### config.mk
export PLATFORM = sky130hd
export DESIGN_NAME = pwmg_top
export DESIGN_NICKNAME = d
export VERILOG_FILES = /design/src/pwmg_top.v
export VERILOG_INCLUDE_DIRS = /design/src
export SDC_FILE = /design/constraint.sdc
export NUM_CORES = 1
export LEC_CHECK = 0
export BUFFER_PORTS_ARGS = -buffer_cell sky130_fd_sc_hd__buf_4
export CORE_UTILIZATION = 45
export DETAILED_ROUTE_END_ITERATION = 10
export HOLD_SLACK_MARGIN = 0.08
export SYNTH_ARGS = -nofsm -noshare
export SYNTH_HDL_FRONTEND = slang
export SYNTH_SLANG_ARGS = --single-unit
### constraint.sdc
create_clock -name clk -period 15 [get_ports clk]
set_clock_uncertainty 0.2 [all_clocks]
set_input_delay 1.5 -clock clk [delete_from_list [all_inputs] [get_ports clk]]
set_output_delay 1.5 -clock clk [all_outputs]
set_load 0.01 [all_outputs]
### src/pwmg_regs.vh
// Register addresses, field positions and reset values of the PWM block.
`ifndef PWMG_REGS_VH
`define PWMG_REGS_VH
`define PWMG_ADDR_IE2        8'h84
`define PWMG_ADDR_FLG2       8'h85
`define PWMG_ADDR_IE1        8'hA9
`define PWMG_ADDR_CON        8'hA1
`define PWMG_ADDR_OE         8'hA6
`define PWMG_ADDR_CTRL0      8'hB0
`define PWMG_ADDR_PAIR_FIRST 8'hB1
`define PWMG_ADDR_PAIR_LAST  8'hC2
`define PWMG_PAIR_CH0_PRD    4'h0
`define PWMG_PAIR_CH0_DUTY   4'h1
`define PWMG_PAIR_SH_PRD     4'h2
`define PWMG_PAIR_SH_DUTY0   4'h3
`define PWMG_PAIR_COUNT      9
`define PWMG_PAIR_NONE       4'hF
`define PWMG_IE2_SHARED      6
`define PWMG_IE2_CH0         5
`define PWMG_IE1_ALL         7
`define PWMG_IE2_MASK        8'h60
`define PWMG_CON_SH_CKS_HI   7
`define PWMG_CON_SH_CKS_LO   6
`define PWMG_CON_SH_EN       5
`define PWMG_CON_CH0_CKS_HI  3
`define PWMG_CON_CH0_CKS_LO  2
`define PWMG_CON_NMSK        1
`define PWMG_CON_PMSK        0
`define PWMG_CON_MASK        8'hEF
`define PWMG_OE_NEG_B        3
`define PWMG_OE_POS_B        2
`define PWMG_OE_NEG_A        1
`define PWMG_OE_POS_A        0
`define PWMG_OE_SH_HI        7
`define PWMG_OE_SH_LO        4
`define PWMG_CTRL_CLEAR      0
`define PWMG_CTRL_MSKE       1
`define PWMG_CTRL_HALF       2
`define PWMG_CTRL_DZ_HI      7
`define PWMG_CTRL_DZ_LO      4
`define PWMG_CTRL_MASK       8'hF7
`define PWMG_CKS_RC          2'h2
`define PWMG_CKS_RC2         2'h3
`define PWMG_RST_BYTE        8'h00
`define PWMG_RST_WORD        16'h0000
`define PWMG_DT_ZERO         5'h00
`define PWMG_DT_MAX          5'h1F
`endif

### src/pwmg_top.v
// Seven-channel PWM generator with byte-wide register port.
`timescale 1ns/10ps
`default_nettype none
`include "pwmg_regs.vh"
module pwmg_top #(
    parameter W  = 16,
    parameter NS = 6
) (
    // Clock and reset.
    input  wire          clk,
    input  wire          resetn,
    // Register port.
    input  wire [7:0]    reg_addr,
    input  wire [7:0]    reg_wdata,
    input  wire          reg_wr,
    input  wire          reg_rd,
    output reg  [7:0]    reg_rdata,
    // Asynchronous oscillator inputs.
    input  wire          internal_rc_clock,
    input  wire          internal_rc_clock_x2,
    // Channel zero outputs.
    output reg           ch0_pos_output,
    output reg           ch0_neg_output,
    // Shared channel outputs.
    output reg  [NS-1:0] shared_output,
    // Interrupt requests.
    output reg           ch0_irq,
    output reg           shared_irq
);

    function sel_tick;
        input [1:0] sel;
        input       rc;
        input       rc2;
        begin
            if (sel == `PWMG_CKS_RC2) begin
                sel_tick = rc2;
            end else if (sel == `PWMG_CKS_RC) begin
                sel_tick = rc;
            end else begin
                sel_tick = 1'b1;
            end
        end
    endfunction

    function [3:0] pair_of;
        input [7:0] a;
        reg   [7:0] off;
        begin
            off = a - `PWMG_ADDR_PAIR_FIRST;
            if (a >= `PWMG_ADDR_PAIR_FIRST && a <= `PWMG_ADDR_PAIR_LAST) begin
                pair_of = off[4:1];
            end else begin
                pair_of = `PWMG_PAIR_NONE;
            end
        end
    endfunction

    function is_high;
        input [7:0] a;
        reg   [7:0] off;
        begin
            off     = a - `PWMG_ADDR_PAIR_FIRST;
            is_high = off[0];
        end
    endfunction

    function period_end;
        input         run;
        input         tick;
        input [W-1:0] cnt;
        input [W-1:0] prd;
        begin
            period_end = run & tick & (cnt == prd);
        end
    endfunction

    function flag_next;
        input flag;
        input set;
        input clr_wr;
        input keep;
        begin
            if (set) begin
                flag_next = 1'h1;
            end else if (clr_wr) begin
                flag_next = flag & keep;
            end else begin
                flag_next = flag;
            end
        end
    endfunction

    function gate_out;
        input nxt;
        input sel;
        input forced;
        begin
            gate_out = nxt & (sel | forced);
        end
    endfunction

    reg  [7:0]   ie2_r;
    reg  [7:0]   ie1_r;
    reg  [7:0]   con_r;
    reg  [7:0]   oe_r;
    reg  [7:0]   ctrl_r;
    reg  [7:0]   lowbuf_r;
    reg          flag0_r;
    reg          flag1_r;
    reg  [W-1:0] pair_sh_r [0:`PWMG_PAIR_COUNT-1];
    reg  [W-1:0] ch0_prd_r;
    reg  [W-1:0] ch0_duty_r;
    reg  [W-1:0] ch0_cnt_r;
    reg  [W-1:0] sh_prd_r;
    reg  [W-1:0] sh_cnt_r;
    reg  [W-1:0] sh_duty_r [0:NS-1];
    reg  [2:0]   rc_sync_r;
    reg  [2:0]   rc2_sync_r;
    reg          raw_r;
    reg  [4:0]   dt_r;
    reg          raw_nxt;
    reg          pos_nxt;
    reg          neg_nxt;
    reg  [W-1:0] frame;
    reg  [W-1:0] effd;
    reg  [W-1:0] cnt_in2;
    reg  [4:0]   dz;
    integer      i;
    integer      j;
    integer      n;

    wire [3:0] wpair   = pair_of(reg_addr);
    wire       whigh   = is_high(reg_addr);
    wire       rc_tick  = rc_sync_r[1] & ~rc_sync_r[2];
    wire       rc2_tick = rc2_sync_r[1] & ~rc2_sync_r[2];
    // Both counters advance on the selected source.
    wire       ch0_tick = sel_tick(con_r[`PWMG_CON_CH0_CKS_HI:
                                         `PWMG_CON_CH0_CKS_LO],
                                   rc_tick, rc2_tick);
    wire       sh_tick  = sel_tick(con_r[`PWMG_CON_SH_CKS_HI:
                                         `PWMG_CON_SH_CKS_LO],
                                   rc_tick, rc2_tick);
    wire       clear0  = ctrl_r[`PWMG_CTRL_CLEAR];
    wire       mske    = ctrl_r[`PWMG_CTRL_MSKE];
    wire       half    = ctrl_r[`PWMG_CTRL_HALF];
    wire       sel_pos = oe_r[`PWMG_OE_POS_A] | oe_r[`PWMG_OE_POS_B];
    wire       sel_neg = oe_r[`PWMG_OE_NEG_A] | oe_r[`PWMG_OE_NEG_B];
    wire       run0    = (sel_pos | sel_neg) & ~clear0;
    wire       sh_run  = con_r[`PWMG_CON_SH_EN];
    wire       sh_sel  = |oe_r[`PWMG_OE_SH_HI:`PWMG_OE_SH_LO];
    wire       flg_wr  = reg_wr & (reg_addr == `PWMG_ADDR_FLG2);
    wire       end0    = period_end(run0, ch0_tick, ch0_cnt_r,
                                    ch0_prd_r);
    wire       end1    = period_end(sh_run, sh_tick, sh_cnt_r, sh_prd_r);

    // Oscillator inputs pass two flip-flops before edge detection.
    always @(posedge clk) begin
        if (!resetn) begin
            rc_sync_r  <= 3'h0;
            rc2_sync_r <= 3'h0;
        end else begin
            rc_sync_r  <= {rc_sync_r[1:0], internal_rc_clock};
            rc2_sync_r <= {rc2_sync_r[1:0], internal_rc_clock_x2};
        end
    end

    // Register writes, reads and the shared low-byte buffer.
    always @(posedge clk) begin
        if (!resetn) begin
            ie2_r     <= `PWMG_RST_BYTE;
            ie1_r     <= `PWMG_RST_BYTE;
            con_r     <= `PWMG_RST_BYTE;
            oe_r      <= `PWMG_RST_BYTE;
            ctrl_r    <= `PWMG_RST_BYTE;
            lowbuf_r  <= `PWMG_RST_BYTE;
            reg_rdata <= `PWMG_RST_BYTE;
            for (i = 0; i < `PWMG_PAIR_COUNT; i = i + 1) begin
                pair_sh_r[i] <= `PWMG_RST_WORD;
            end
        end else begin
            reg_rdata <= `PWMG_RST_BYTE;
            if (reg_wr) begin
                case (reg_addr)
                    `PWMG_ADDR_IE2:   ie2_r  <= reg_wdata & `PWMG_IE2_MASK;
                    `PWMG_ADDR_IE1:   ie1_r  <= reg_wdata;
                    `PWMG_ADDR_CON:   con_r  <= reg_wdata & `PWMG_CON_MASK;
                    `PWMG_ADDR_OE:    oe_r   <= reg_wdata;
                    `PWMG_ADDR_CTRL0: ctrl_r <= reg_wdata & `PWMG_CTRL_MASK;
                    default: begin
                        if (wpair != `PWMG_PAIR_NONE) begin
                            if (whigh) begin
                                pair_sh_r[wpair] <= {reg_wdata, lowbuf_r};
                            end else begin
                                lowbuf_r <= reg_wdata;
                            end
                        end
                    end
                endcase
            end
            if (reg_rd) begin
                case (reg_addr)
                    `PWMG_ADDR_IE2:   reg_rdata <= ie2_r;
                    `PWMG_ADDR_FLG2:  reg_rdata <= {1'b0, flag1_r, flag0_r,
                                                    5'h00};
                    `PWMG_ADDR_IE1:   reg_rdata <= ie1_r;
                    `PWMG_ADDR_CON:   reg_rdata <= con_r;
                    `PWMG_ADDR_OE:    reg_rdata <= oe_r;
                    `PWMG_ADDR_CTRL0: reg_rdata <= ctrl_r;
                    default: begin
                        if (wpair != `PWMG_PAIR_NONE) begin
                            if (whigh) begin
                                reg_rdata <= pair_sh_r[wpair][W-1:8];
                                lowbuf_r  <= pair_sh_r[wpair][7:0];
                            end else begin
                                reg_rdata <= lowbuf_r;
                            end
                        end
                    end
                endcase
            end
        end
    end

    // Interrupt flags; a hardware set wins over a software clear.
    always @(posedge clk) begin
        if (!resetn) begin
            flag0_r <= 1'h0;
            flag1_r <= 1'h0;
        end else begin
            flag0_r <= flag_next(flag0_r, end0, flg_wr,
                                 reg_wdata[`PWMG_IE2_CH0]);
            flag1_r <= flag_next(flag1_r, end1, flg_wr,
                                 reg_wdata[`PWMG_IE2_SHARED]);
        end
    end

    // Channel zero counter and buffered period and duty.
    always @(posedge clk) begin
        if (!resetn) begin
            ch0_cnt_r  <= `PWMG_RST_WORD;
            ch0_prd_r  <= `PWMG_RST_WORD;
            ch0_duty_r <= `PWMG_RST_WORD;
        end else if (!run0) begin
            ch0_cnt_r  <= `PWMG_RST_WORD;
            ch0_prd_r  <= pair_sh_r[`PWMG_PAIR_CH0_PRD];
            ch0_duty_r <= pair_sh_r[`PWMG_PAIR_CH0_DUTY];
        end else if (end0) begin
            ch0_cnt_r  <= `PWMG_RST_WORD;
            ch0_prd_r  <= pair_sh_r[`PWMG_PAIR_CH0_PRD];
            ch0_duty_r <= pair_sh_r[`PWMG_PAIR_CH0_DUTY];
        end else if (ch0_tick) begin
            ch0_cnt_r  <= ch0_cnt_r + 1'b1;
        end
    end

    // Shared counter for channels one to six.
    always @(posedge clk) begin
        if (!resetn) begin
            sh_cnt_r <= `PWMG_RST_WORD;
            sh_prd_r <= `PWMG_RST_WORD;
            for (j = 0; j < NS; j = j + 1) begin
                sh_duty_r[j] <= `PWMG_RST_WORD;
            end
        end else if (!sh_run || end1) begin
            sh_cnt_r <= `PWMG_RST_WORD;
            sh_prd_r <= pair_sh_r[`PWMG_PAIR_SH_PRD];
            for (j = 0; j < NS; j = j + 1) begin
                sh_duty_r[j] <= pair_sh_r[`PWMG_PAIR_SH_DUTY0 + j];
            end
        end else if (sh_tick) begin
            sh_cnt_r <= sh_cnt_r + 1'b1;
        end
    end

    // Channel zero waveform, half-bridge frames and dead time.
    always @* begin
        frame   = {1'b0, ch0_prd_r[W-1:1]};
        effd    = (ch0_duty_r > frame) ? frame : ch0_duty_r;
        cnt_in2 = ch0_cnt_r - frame;
        dz      = {1'b0, ctrl_r[`PWMG_CTRL_DZ_HI:`PWMG_CTRL_DZ_LO]};
        raw_nxt = run0 & (ch0_cnt_r < ch0_duty_r);
        pos_nxt = 1'b0;
        neg_nxt = 1'b0;
        if (mske && clear0) begin
            pos_nxt = con_r[`PWMG_CON_PMSK];
            neg_nxt = con_r[`PWMG_CON_NMSK];
        end else if (!run0) begin
            pos_nxt = 1'b0;
            neg_nxt = 1'b0;
        end else if (half) begin
            pos_nxt = (ch0_cnt_r < frame) && (ch0_cnt_r < effd);
            neg_nxt = (ch0_cnt_r >= frame) && (cnt_in2 < effd);
        end else if (dz == `PWMG_DT_ZERO) begin
            pos_nxt = raw_r;
            neg_nxt = raw_r;
        end else begin
            pos_nxt = raw_r & (dt_r >= dz);
            neg_nxt = ~raw_r & (dt_r >= dz);
        end
    end

    // Raw channel zero level and dead-time count since its last change.
    always @(posedge clk) begin
        if (!resetn) begin
            raw_r <= 1'h0;
            dt_r  <= `PWMG_DT_ZERO;
        end else begin
            raw_r <= raw_nxt;
            if (raw_nxt != raw_r) begin
                dt_r <= `PWMG_DT_ZERO;
            end else if (ch0_tick && dt_r != `PWMG_DT_MAX) begin
                dt_r <= dt_r + 1'h1;
            end
        end
    end

    // Channel zero output stage.
    always @(posedge clk) begin
        if (!resetn) begin
            ch0_pos_output <= 1'h0;
            ch0_neg_output <= 1'h0;
        end else begin
            ch0_pos_output <= gate_out(pos_nxt, sel_pos, mske & clear0);
            ch0_neg_output <= gate_out(neg_nxt, sel_neg, mske & clear0);
        end
    end

    // Shared channel outputs.
    always @(posedge clk) begin
        if (!resetn) begin
            shared_output <= {NS{1'h0}};
        end else begin
            for (n = 0; n < NS; n = n + 1) begin
                shared_output[n] <= sh_run & sh_sel &
                                    (sh_cnt_r < sh_duty_r[n]);
            end
        end
    end

    // Interrupt requests follow the flags, gated by their enables.
    always @(posedge clk) begin
        if (!resetn) begin
            ch0_irq    <= 1'h0;
            shared_irq <= 1'h0;
        end else begin
            ch0_irq    <= flag0_r & ie2_r[`PWMG_IE2_CH0] &
                          ie1_r[`PWMG_IE1_ALL];
            shared_irq <= flag1_r & ie2_r[`PWMG_IE2_SHARED] &
                          ie1_r[`PWMG_IE1_ALL];
        end
    end

endmodule
`default_nettype wire

==> summary by stage, run 1 <==
Outcome
The run finished with clean final reports.

Critical path
The worst register-to-register path has a depth of 19. Data on the critical path arrives at its endpoint at 5.41 ns. The worst flop-to-flop path startpoint is ch0_cnt_r[0]$_SDFFE_PP0P_. The critical path is of the register to register type. The worst-case register-to-register setup slack is 9.87 ns.

The worst register-to-register path ends at ch0_neg_output$_SDFF_PN0_. The required time reported for the critical path endpoint is 15.29 ns. The delay of the slowest cell on the worst path is 0.75 ns. The peak fanout along the critical path is 7. The standard cell with the maximum stage delay on the critical path is sky130_fd_sc_hd__o41ai_1. STA classifies the critical path startpoint as a register. The worst setup path is captured at a register. Walking the worst path, the cells encountered are inv_1 > ha_1 > inv_1 > fa_1 > a21o_1 > a21oi_1 > nor2_1 > o41ai_1 > o31a_1 > o21ai_0 > xor2_1 > ha_1 > nand2_1 > nor3_1 > nand4_1 > nand2b_1 > o32ai_1 > nand2_1 > a31o_1. The critical path's top delay family is compound AO/OA/AOI/OAI gates. Counting both buffers and inverters, the worst setup path holds a total of 2.

Detailed routing
The detail-routed net length per standard cell is 23.4 um. After detailed routing, the number of vias per cell comes to 5.87. The count of nets left with antenna violations after detail routing is 0. The total detailed-routing wirelength is 75.5 mm. The via count is 18,918. For this block, the initial DRC count from the detailed router was 2,030. The iteration count of the initial detailed-routing pass is 6. In the routed design, unresolved DRC markers number 0.

Yosys
The post-synthesis area per instance is 10.7 um^2. The most area-hungry cell type in the Yosys netlist is sky130_fd_sc_hd__edfxtp_1. The proportion of netlist area held by the largest area contributor is 0.404. The register bit count reported by yosys is 500. The share of flip-flops with an asynchronous set or reset is 0. The count of flip-flops with a built-in enable after synthesis is 348.

After synthesis, the cell types taking the most area are sky130_fd_sc_hd__edfxtp_1 (40%), sky130_fd_sc_hd__dfxtp_1 (12%), sky130_fd_sc_hd__ha_1 (8.5%). The share of synthesized area occupied by flip-flops and latches is 0.522. Synthesis instantiated 92 different standard cells from the library.

In this run the cell area of the synthesized design comes to 25,800 um^2. For this run, the number of Yosys warnings is 0. The most instantiated flip-flop cell in the synthesis netlist is sky130_fd_sc_hd__edfxtp_1. Counting every instance in the synthesized netlist gives 2,414.

Clock network
The maximum level of the CTS H-tree is 2. The TritonCTS clock tree is built. The number of setup buffers added after CTS is 0. The clock root buffer master is sky130_fd_sc_hd__clkbuf_16.

Clock tree synthesis found a total of 500 sinks. The clock-pin slew reported for the worst setup and hold paths after clock tree synthesis is 0.06 ns. The number of clock buffers added by TritonCTS is 53. The maximum clock insertion buffer count is 3.

The post-cts repair resize count is 0. The clock reaches the later pin of the worst-skew pair after 0.61 ns. The number of buffers inserted for hold repair after clock tree synthesis is 0.

Placement
Timing analysis after detailed placement gives a worst setup slack of 9.48 ns. The cell count after placement is 3,125. In this run the cell area measured after placement is 26,900 um^2. Input and output buffers added on the ports amount to 39. The routability-driven placement congestion ratio is 0.913. The half-perimeter wire length of the detailed placement result is 52.2 mm.

Die
The initial utilization of the core area, before any placement, comes to 0.457. The full die area is 58,400 um^2. After floorplanning, the core was sized to cover 56,600 um^2. In this run the core area contains 87 standard-cell rows. The vertical extent of the die is 242 um. During I/O placement, the number of pins put on the boundary was 40. The horizontal extent of the die is 242 um.

Power
The static leakage power is 11.6 nW. The overall power after layout is 3.15 mW. The worst supply voltage drop on vdd is 0.0000990 V.

Power spread over the standard cell area amounts to 110 nW/um^2.

Timing
The highest clock rate is 195 MHz. The max-slew violation total from the final report is 0. Setup repair after global routing left no endpoint under its margin. The final critical-path required period is 5.13 ns. Setup violations remaining at the end of the flow were counted as 0. The worst pin sits at a relative slew slack of 0.254. The final hold violation count came to 0. The worst setup margin is 9.87 ns. Dividing the final minimum period by the clock period gives 0.342. Setup total negative slack on the finished layout was measured at 0 ns. The actual transition at the worst max-transition pin is 1.12 ns. Hold is met by 0.238 ns.

GRT
After global routing the overflow that remains totals 0. The largest net degree at the start of global routing is 113. The number of global-route vias before repair is 18,014.

The first global-routing pass estimated 114 mm of wire. The initial antenna violation count is 5. For this run, the total global-route usage over all layers was measured as 0.255.

Finish
The area of all placed cells without fillers is 28,700 um^2. The repair_antennas step left the layout with diodes totalling 0. The total number of nets in the final design is 2,622. The synthesis-to-finish area growth is 11.1%. The share of the core filled with cells in the final layout is 0.507. The number of standard cells in the layout, taps in and fillers out is 3,224. The fraction of final layout cells with drive strength greater than 1 is 0.0855.

Hold path
The number of stages on the worst hold path is 1. The destination of the worst hold path is rc_sync_r[1]$_SDFF_PN0_. The path type of the worst min-delay path is register to register. The startpoint identified for the worst hold timing path is rc_sync_r[0]$_SDFF_PN0_.

Job
The number of max-cap violations is 0.
==> state kept, by name, summed over array words and instances (netlist names), 2 cells and up <==
register	count
rc_sync_r	3
ch0_duty_r	16
pair_sh_r	252
con_r	7
sh_prd_r	16
ie2_r	2
ch0_cnt_r	16
ch0_prd_r	16
ie1_r	8
dt_r	5
lowbuf_r	8
ctrl_r	7
shared_output	6
sh_cnt_r	16
oe_r	8
rc2_sync_r	3
sh_duty_r	96
reg_rdata	8
==> metal layers <==
layer  vias up  global-route usage  share of wire
li1       8760                   -              -
met1      9270               0.384           0.46
met5         -                   0              0
met2       771               0.381           0.43
met4         0              0.0754          0.027
met3       117              0.0335          0.081
==> synth_stat cells (14+ instances only) <==
| master | instances |
|---|---|
| sky130_fd_sc_hd__nand2_1 | 205 |
| sky130_fd_sc_hd__a211oi_1 | 18 |
| sky130_fd_sc_hd__a22oi_1 | 14 |
| sky130_fd_sc_hd__nand4_1 | 36 |
| sky130_fd_sc_hd__a21oi_1 | 100 |
| sky130_fd_sc_hd__o22a_1 | 16 |
| sky130_fd_sc_hd__buf_2 | 22 |
| sky130_fd_sc_hd__nor2b_1 | 18 |
| sky130_fd_sc_hd__xor2_1 | 38 |
| sky130_fd_sc_hd__dfxtp_1 | 152 |
| sky130_fd_sc_hd__edfxtp_1 | 348 |
| sky130_fd_sc_hd__mux2i_1 | 98 |
| sky130_fd_sc_hd__clkbuf_1 | 93 |
| sky130_fd_sc_hd__a31oi_1 | 35 |
| sky130_fd_sc_hd__nor3_1 | 24 |
| sky130_fd_sc_hd__a21o_1 | 34 |
| sky130_fd_sc_hd__and2_1 | 157 |
| sky130_fd_sc_hd__and3_1 | 119 |
| sky130_fd_sc_hd__xnor2_1 | 43 |
| sky130_fd_sc_hd__o21ai_0 | 65 |
| sky130_fd_sc_hd__nand3_1 | 77 |
| sky130_fd_sc_hd__nand2b_1 | 16 |
| sky130_fd_sc_hd__nor2_1 | 156 |
| sky130_fd_sc_hd__inv_1 | 138 |
| sky130_fd_sc_hd__ha_1 | 175 |
==> placed cells by master (no fill, tap or decap), drive strengths merged, types with 16 or more instances in the layout <==
cell,netlist,final
a211oi,19,19
inv,138,140
nand2,210,210
a31oi,35,35
clkinv,1,25
edfxtp,348,348
and2,157,157
nor3,25,25
a21o,34,34
nor2b,18,18
nand2b,16,16
clkbuf,97,63
xor2,38,38
and3,120,120
mux2i,98,98
a21oi,100,100
ha,175,175
nand3,77,77
nand4,36,36
nor2,168,168
buf,37,77
o21ai,71,71
xnor2,44,44
dfxtp,152,152
o22a,16,16
==> how the worst max path moves through the flow <==
| stage | startpoint | cells after the start | end |
|---|---|---|---|
| 2_1_floorplan | resetn | 4 | sh_duty_r[0][0]$_SDFFCE_PN0P_ |
| 3_3_place_gp | reg_addr[0] | 10 | pair_sh_r[8][3]$_SDFFCE_PN0P_ |
| 3_5_place_dp | reg_addr[0] | 10 | pair_sh_r[8][7]$_SDFFCE_PN0P_ |
| 4_1_cts | ch0_cnt_r[0]$_SDFFE_PP0P_ | 19 | ch0_neg_output$_SDFF_PN0_ |
| 5_1_grt | ch0_cnt_r[0]$_SDFFE_PP0P_ | 19 | ch0_neg_output$_SDFF_PN0_ |
| 6_report | ch0_cnt_r[0]$_SDFFE_PP0P_ | 19 | ch0_neg_output$_SDFF_PN0_ |
==> report_power, final <==
group	internal, mW	switching [mW]	leakage (nW)
Sequential	1.51	0.0364	4.69
Clock	0.803	0.558	0.887
Combinational	0.0853	0.158	6.04
==> logic make-up (layout without fill, tap and decap cells) <==
| kind of cell | after synthesis | count (layout) | share of synthesized area |
|---|---|---|---|
| other cells | 2 | 14 | 0.000291 |
| buf+inv | 273 | 315 | 0.0422 |
| flops | 500 | 500 | 0.522 |
| simple gates | 875 | 875 | 0.176 |
| fa+ha+maj | 176 | 176 | 0.0855 |
| xor+xnor | 82 | 82 | 0.0281 |
| compound gates | 405 | 405 | 0.107 |
| mux | 101 | 101 | 0.0393 |
==> final cells by class <==
cell class	count	area [um^2]
fill	5129	27900
sequential	500	13500
multi-input combinational	1653	11400
clock buffer	63	1390
tap	756	946
timing repair buffer	77	578
inverter	139	522
clock inverter	36	413
==> worst register-to-register path, delay by kind of cell (launching register included) <==
family          cells  cell delay [ns]
compound gates      7             2.20
xor+xnor            1             0.16
fa+ha+maj           3             0.86
buf+inv             2             0.17
flops               1             0.45
simple gates        6             1.02
Note: power is estimated with default switching activity, not from simulation.
==> inputs of run 2 (changes only) <==
==> constraint.sdc (replaced) <==
create_clock -name clk -period 4.15 [get_ports clk]
set_clock_uncertainty 0.2 [all_clocks]
set_input_delay 0.415 -clock clk [delete_from_list [all_inputs] [get_ports clk]]
set_output_delay 0.415 -clock clk [all_outputs]
set_load 0.01 [all_outputs]
==> run 2 against run 1 <==
Against the previous run:
- sequential power rose to 3.6 times the previous value
- die area did not move
- non-clock buffer count rose by 102
- hold slack got worse by 0.12 ns
- fmax rose by 27%
- clock-buffer cell count rose by 19
- combinational power rose to 4.2 times the previous value
- sequential share of layout area fell by 1.7 points
- critical path depth rose by 1
- global-route usage rose by 0.51 points
==> summary by stage, run 2 (synthesis gave the netlist of run 1 again) <==
Outcome
Status: complete, no violations (unchanged).

GRT
The largest net degree at the start of global routing came to 109 (was 113). The initial antenna violation count is 5 (unchanged). The total global routing overflow is 0 (unchanged). The number of global-route vias before repair is 18,442 (was 18,014).

The first-pass GRT wire length is 115 mm (was 114 mm). The overall global routing resource usage is 0.260 (was 0.255).

Critical path
The category of the critical setup timing path is register to register (unchanged). The signal arrival time at the worst endpoint is 4.34 ns (was 5.41 ns). The required time reported for the critical path endpoint came to 4.46 ns (was 15.29 ns). The number of cells on the worst reg-to-reg path is 20 (was 19). The worst flop-to-flop path startpoint is ch0_cnt_r[0]$_SDFFE_PP0P_ (unchanged). The startpoint of the worst setup timing path is ch0_cnt_r[0]$_SDFFE_PP0P_ (unchanged). The peak fanout along the critical path was 3 (was 7).

The critical path endpoint is ch0_neg_output$_SDFF_PN0_ (unchanged). The terminus of the critical flop-to-flop path was ch0_neg_output$_SDFF_PN0_ (unchanged). The type of destination of the critical path is a register (unchanged). The worst-case register-to-register setup slack was 0.12 ns (was 9.87 ns). The type of element launching the critical path is a register (unchanged).

Finish
The synthesis-to-finish area growth is 15.3% (was 11.1%). The filler cell count is 5,033 (was 5,129). The number of flip-flops under the largest register name is 252 (unchanged). Commonest non-fill, non-tap cells in the layout: sky130_fd_sc_hd__edfxtp_1 (348), sky130_fd_sc_hd__nand2_1 (203), sky130_fd_sc_hd__ha_1 (173) (was sky130_fd_sc_hd__edfxtp_1 (348), sky130_fd_sc_hd__nand2_1 (203), sky130_fd_sc_hd__ha_1 (174)). The register with the most flip-flops is pair_sh_r (unchanged). The fraction of final layout cells with drive strength greater than 1 is 0.124 (was 0.0855). The total number of nets in the final design is 2,726 (was 2,622).

The number of diodes is 0 (unchanged). Registers with the most flip-flops: pair_sh_r x252, sh_duty_r x96 (unchanged). The number of standard cells in the layout, taps in and fillers out is 3,330 (was 3,224). The most common library cell in the layout ignoring fill and taps is sky130_fd_sc_hd__edfxtp_1 (unchanged).

Hold path
The path type of the worst min-delay path is input port to register (was register to register).

Timing
The portion of the clock cycle consumed by the worst path in the final layout came to 0.972 (was 0.342). The actual transition at the worst max-transition pin came to 0.970 ns (was 1.12 ns). The smallest hold slack is 0.119 ns (was 0.238 ns). The highest clock rate was 248 MHz (was 195 MHz). The worst setup margin is 0.118 ns (was 9.87 ns). The final setup TNS is 0 ns (unchanged). The final hold violation count is 0 (unchanged).

RSZ-0062 raised after global routing: true (was false). The normalized max-slew margin is 0.353 (was 0.254). The final critical-path required period is 4.03 ns (was 5.13 ns). The max-slew violation total from the final report is 0 (unchanged). The final count of negative-setup-slack endpoints was 0 (unchanged).

Placement
The routability-driven placement congestion ratio is 0.892 (was 0.913). The cell count after placement was 3,208 (was 3,125). The worst-case setup slack after placement came to -0.147 ns (was 9.48 ns). The quantity of I/O buffers inserted on ports is 39 (unchanged).

The half-perimeter wire length of the detailed placement result came to 54.1 mm (was 52.2 mm).

Clock network
The maximum level of the CTS H-tree was 2 (unchanged). The TritonCTS clock tree is built (unchanged). The number of buffers created by CTS is 55 (was 53).

The clock root buffer master is sky130_fd_sc_hd__clkbuf_16 (unchanged). The TritonCTS sink count is 500 (unchanged). The maximum clock insertion buffer count is 3 (unchanged). The clock-pin slew reported for the worst setup and hold paths after clock tree synthesis is 0.07 ns (was 0.06 ns).

The clock insertion delay at the later pin of the skew report came to 0.62 ns (was 0.61 ns).

Die
The I/O pin count was 40 (unchanged). The horizontal extent of the die is 242 um (unchanged). The area of the core was 56,600 um^2 (unchanged). The vertical extent of the die is 242 um (unchanged). The full die area was 58,400 um^2 (unchanged). The site row count is 87 (unchanged). The initial standard-cell utilization of the core is 0.457 (unchanged).

Detailed routing
The number of remaining DRC errors was 0 (unchanged). The via count is 19,284 (was 18,918). The iteration count of the initial detailed-routing pass came to 5 (was 6).

The detail-routed net length per standard cell is 23.3 um (was 23.4 um). The count of routing violations after the opening detailed-route iteration was 2,014 (was 2,030). The mean number of vias per cell came to 5.79 (was 5.87). The count of nets left with antenna violations after detail routing was 0 (unchanged). The total detailed-routing wirelength is 77.5 mm (was 75.5 mm).

Power
The static leakage power is 12.2 nW (was 11.6 nW). The worst supply voltage drop on vdd is 0.000354 V (was 0.0000990 V). The power density of the placed cells came to 385 nW/um^2 (was 110 nW/um^2).

Job
The number of max-cap violations is 0 (unchanged).
[run 2: changes by cell type in the layout (fill, tap and decap cells not counted), moves of 4 or more]
cell | before | now
sky130_fd_sc_hd__bufinv_16 | 8 | 1
sky130_fd_sc_hd__clkbuf_1 | 7 | 12
sky130_fd_sc_hd__mux2i_1 | 98 | 94
sky130_fd_sc_hd__clkbuf_8 | 3 | 12
sky130_fd_sc_hd__buf_12 | 0 | 8
sky130_fd_sc_hd__clkbuf_16 | 53 | 59
sky130_fd_sc_hd__clkinv_2 | 12 | 6
sky130_fd_sc_hd__dlygate4sd3_1 | 0 | 15
sky130_fd_sc_hd__o21ai_0 | 56 | 52
sky130_fd_sc_hd__buf_4 | 77 | 154
sky130_fd_sc_hd__o21ai_1 | 13 | 17
[run 2: worst max-delay path: stages (launching register included)]
cell and delay [ns]:
sky130_fd_sc_hd__dfxtp_2 0.32, sky130_fd_sc_hd__inv_2 0.05, sky130_fd_sc_hd__ha_4 0.12, sky130_fd_sc_hd__inv_2 0.04
sky130_fd_sc_hd__fa_2 0.39, sky130_fd_sc_hd__a21o_1 0.17, sky130_fd_sc_hd__a21oi_2 0.16, sky130_fd_sc_hd__nor2_2 0.06
sky130_fd_sc_hd__o41ai_2 0.34, sky130_fd_sc_hd__buf_4 0.19, sky130_fd_sc_hd__o31a_1 0.19, sky130_fd_sc_hd__buf_6 0.12
sky130_fd_sc_hd__xnor2_1 0.06, sky130_fd_sc_hd__ha_1 0.30, sky130_fd_sc_hd__nand4_1 0.10, sky130_fd_sc_hd__nor3_2 0.22
sky130_fd_sc_hd__nand4_1 0.15, sky130_fd_sc_hd__nand2b_4 0.18, sky130_fd_sc_hd__o32ai_2 0.24, sky130_fd_sc_hd__nand2_1 0.09
sky130_fd_sc_hd__a31o_1 0.21
[run 2: how the worst min path moves through the flow]
stage                                   from                        to  slack [ns]  cells after the start
floorplan           rc2_sync_r[0]$_SDFF_PN0_  rc2_sync_r[1]$_SDFF_PN0_        0.21                      1
global placement     rc_sync_r[0]$_SDFF_PN0_   rc_sync_r[1]$_SDFF_PN0_        0.22                      1
detailed placement  rc2_sync_r[0]$_SDFF_PN0_  rc2_sync_r[1]$_SDFF_PN0_        0.23                      1
CTS                                   reg_rd   reg_rdata[2]$_SDFF_PN0_        0.09                      3
global route                          reg_rd   reg_rdata[2]$_SDFF_PN0_        0.16                      3
finish                                reg_rd   reg_rdata[2]$_SDFF_PN0_        0.12                      3
[run 2: where the power goes]
part | internal, mW | total (mW) | switching (mW)
Combinational | 0.389 | 1.01 | 0.623
Clock | 2.83 | 4.90 | 2.06
Sequential | 5.46 | 5.57 | 0.113
Total | 8.68 | 11.5 | 2.80
[run 2: area by class of cell]
class | instances | area (um^2) | share of cell area
inverter | 139 | 522 | 0.0175
sequential | 500 | 13500 | 0.453
clock buffer | 82 | 1660 | 0.0558
tap | 756 | 946 | 0.0318
multi-input combinational | 1653 | 11500 | 0.386
clock inverter | 21 | 166 | 0.00559
timing repair buffer | 179 | 1500 | 0.0504
[run 2: routing by layer]
layer | up-vias | part of all wire | track usage
li1 | 8965 | - | -
met1 | 9427 | 0.47 | 0.384
met2 | 763 | 0.42 | 0.379
met3 | 125 | 0.081 | 0.0489
met4 | 4 | 0.033 | 0.0920
met5 | - | 0.00037 | 0
[run 2: stage by stage]
step / util / power (mW) / instance area, um^2
2_1_floorplan: - / 6.21 / 25900
3_3_place_gp: 0.488 / 6.61 / 27600
3_5_place_dp: 0.488 / 6.63 / 27600
4_1_cts: 0.523 / 11.5 / 29600
5_1_grt: 0.526 / 11.8 / 29800
6_report: 0.526 / 11.5 / 29800
[run 2: what timing repair did]
item / 4_1_cts / 5_1_grt
hold endpoints to repair: 91 / 0
setup endpoints to repair: 1 / 2
gates cloned: 0 / 1
hold buffers: 15 / 0
setup buffers: 0 / 3
pin swaps: 0 / 14
gates resized for setup: 3 / 30
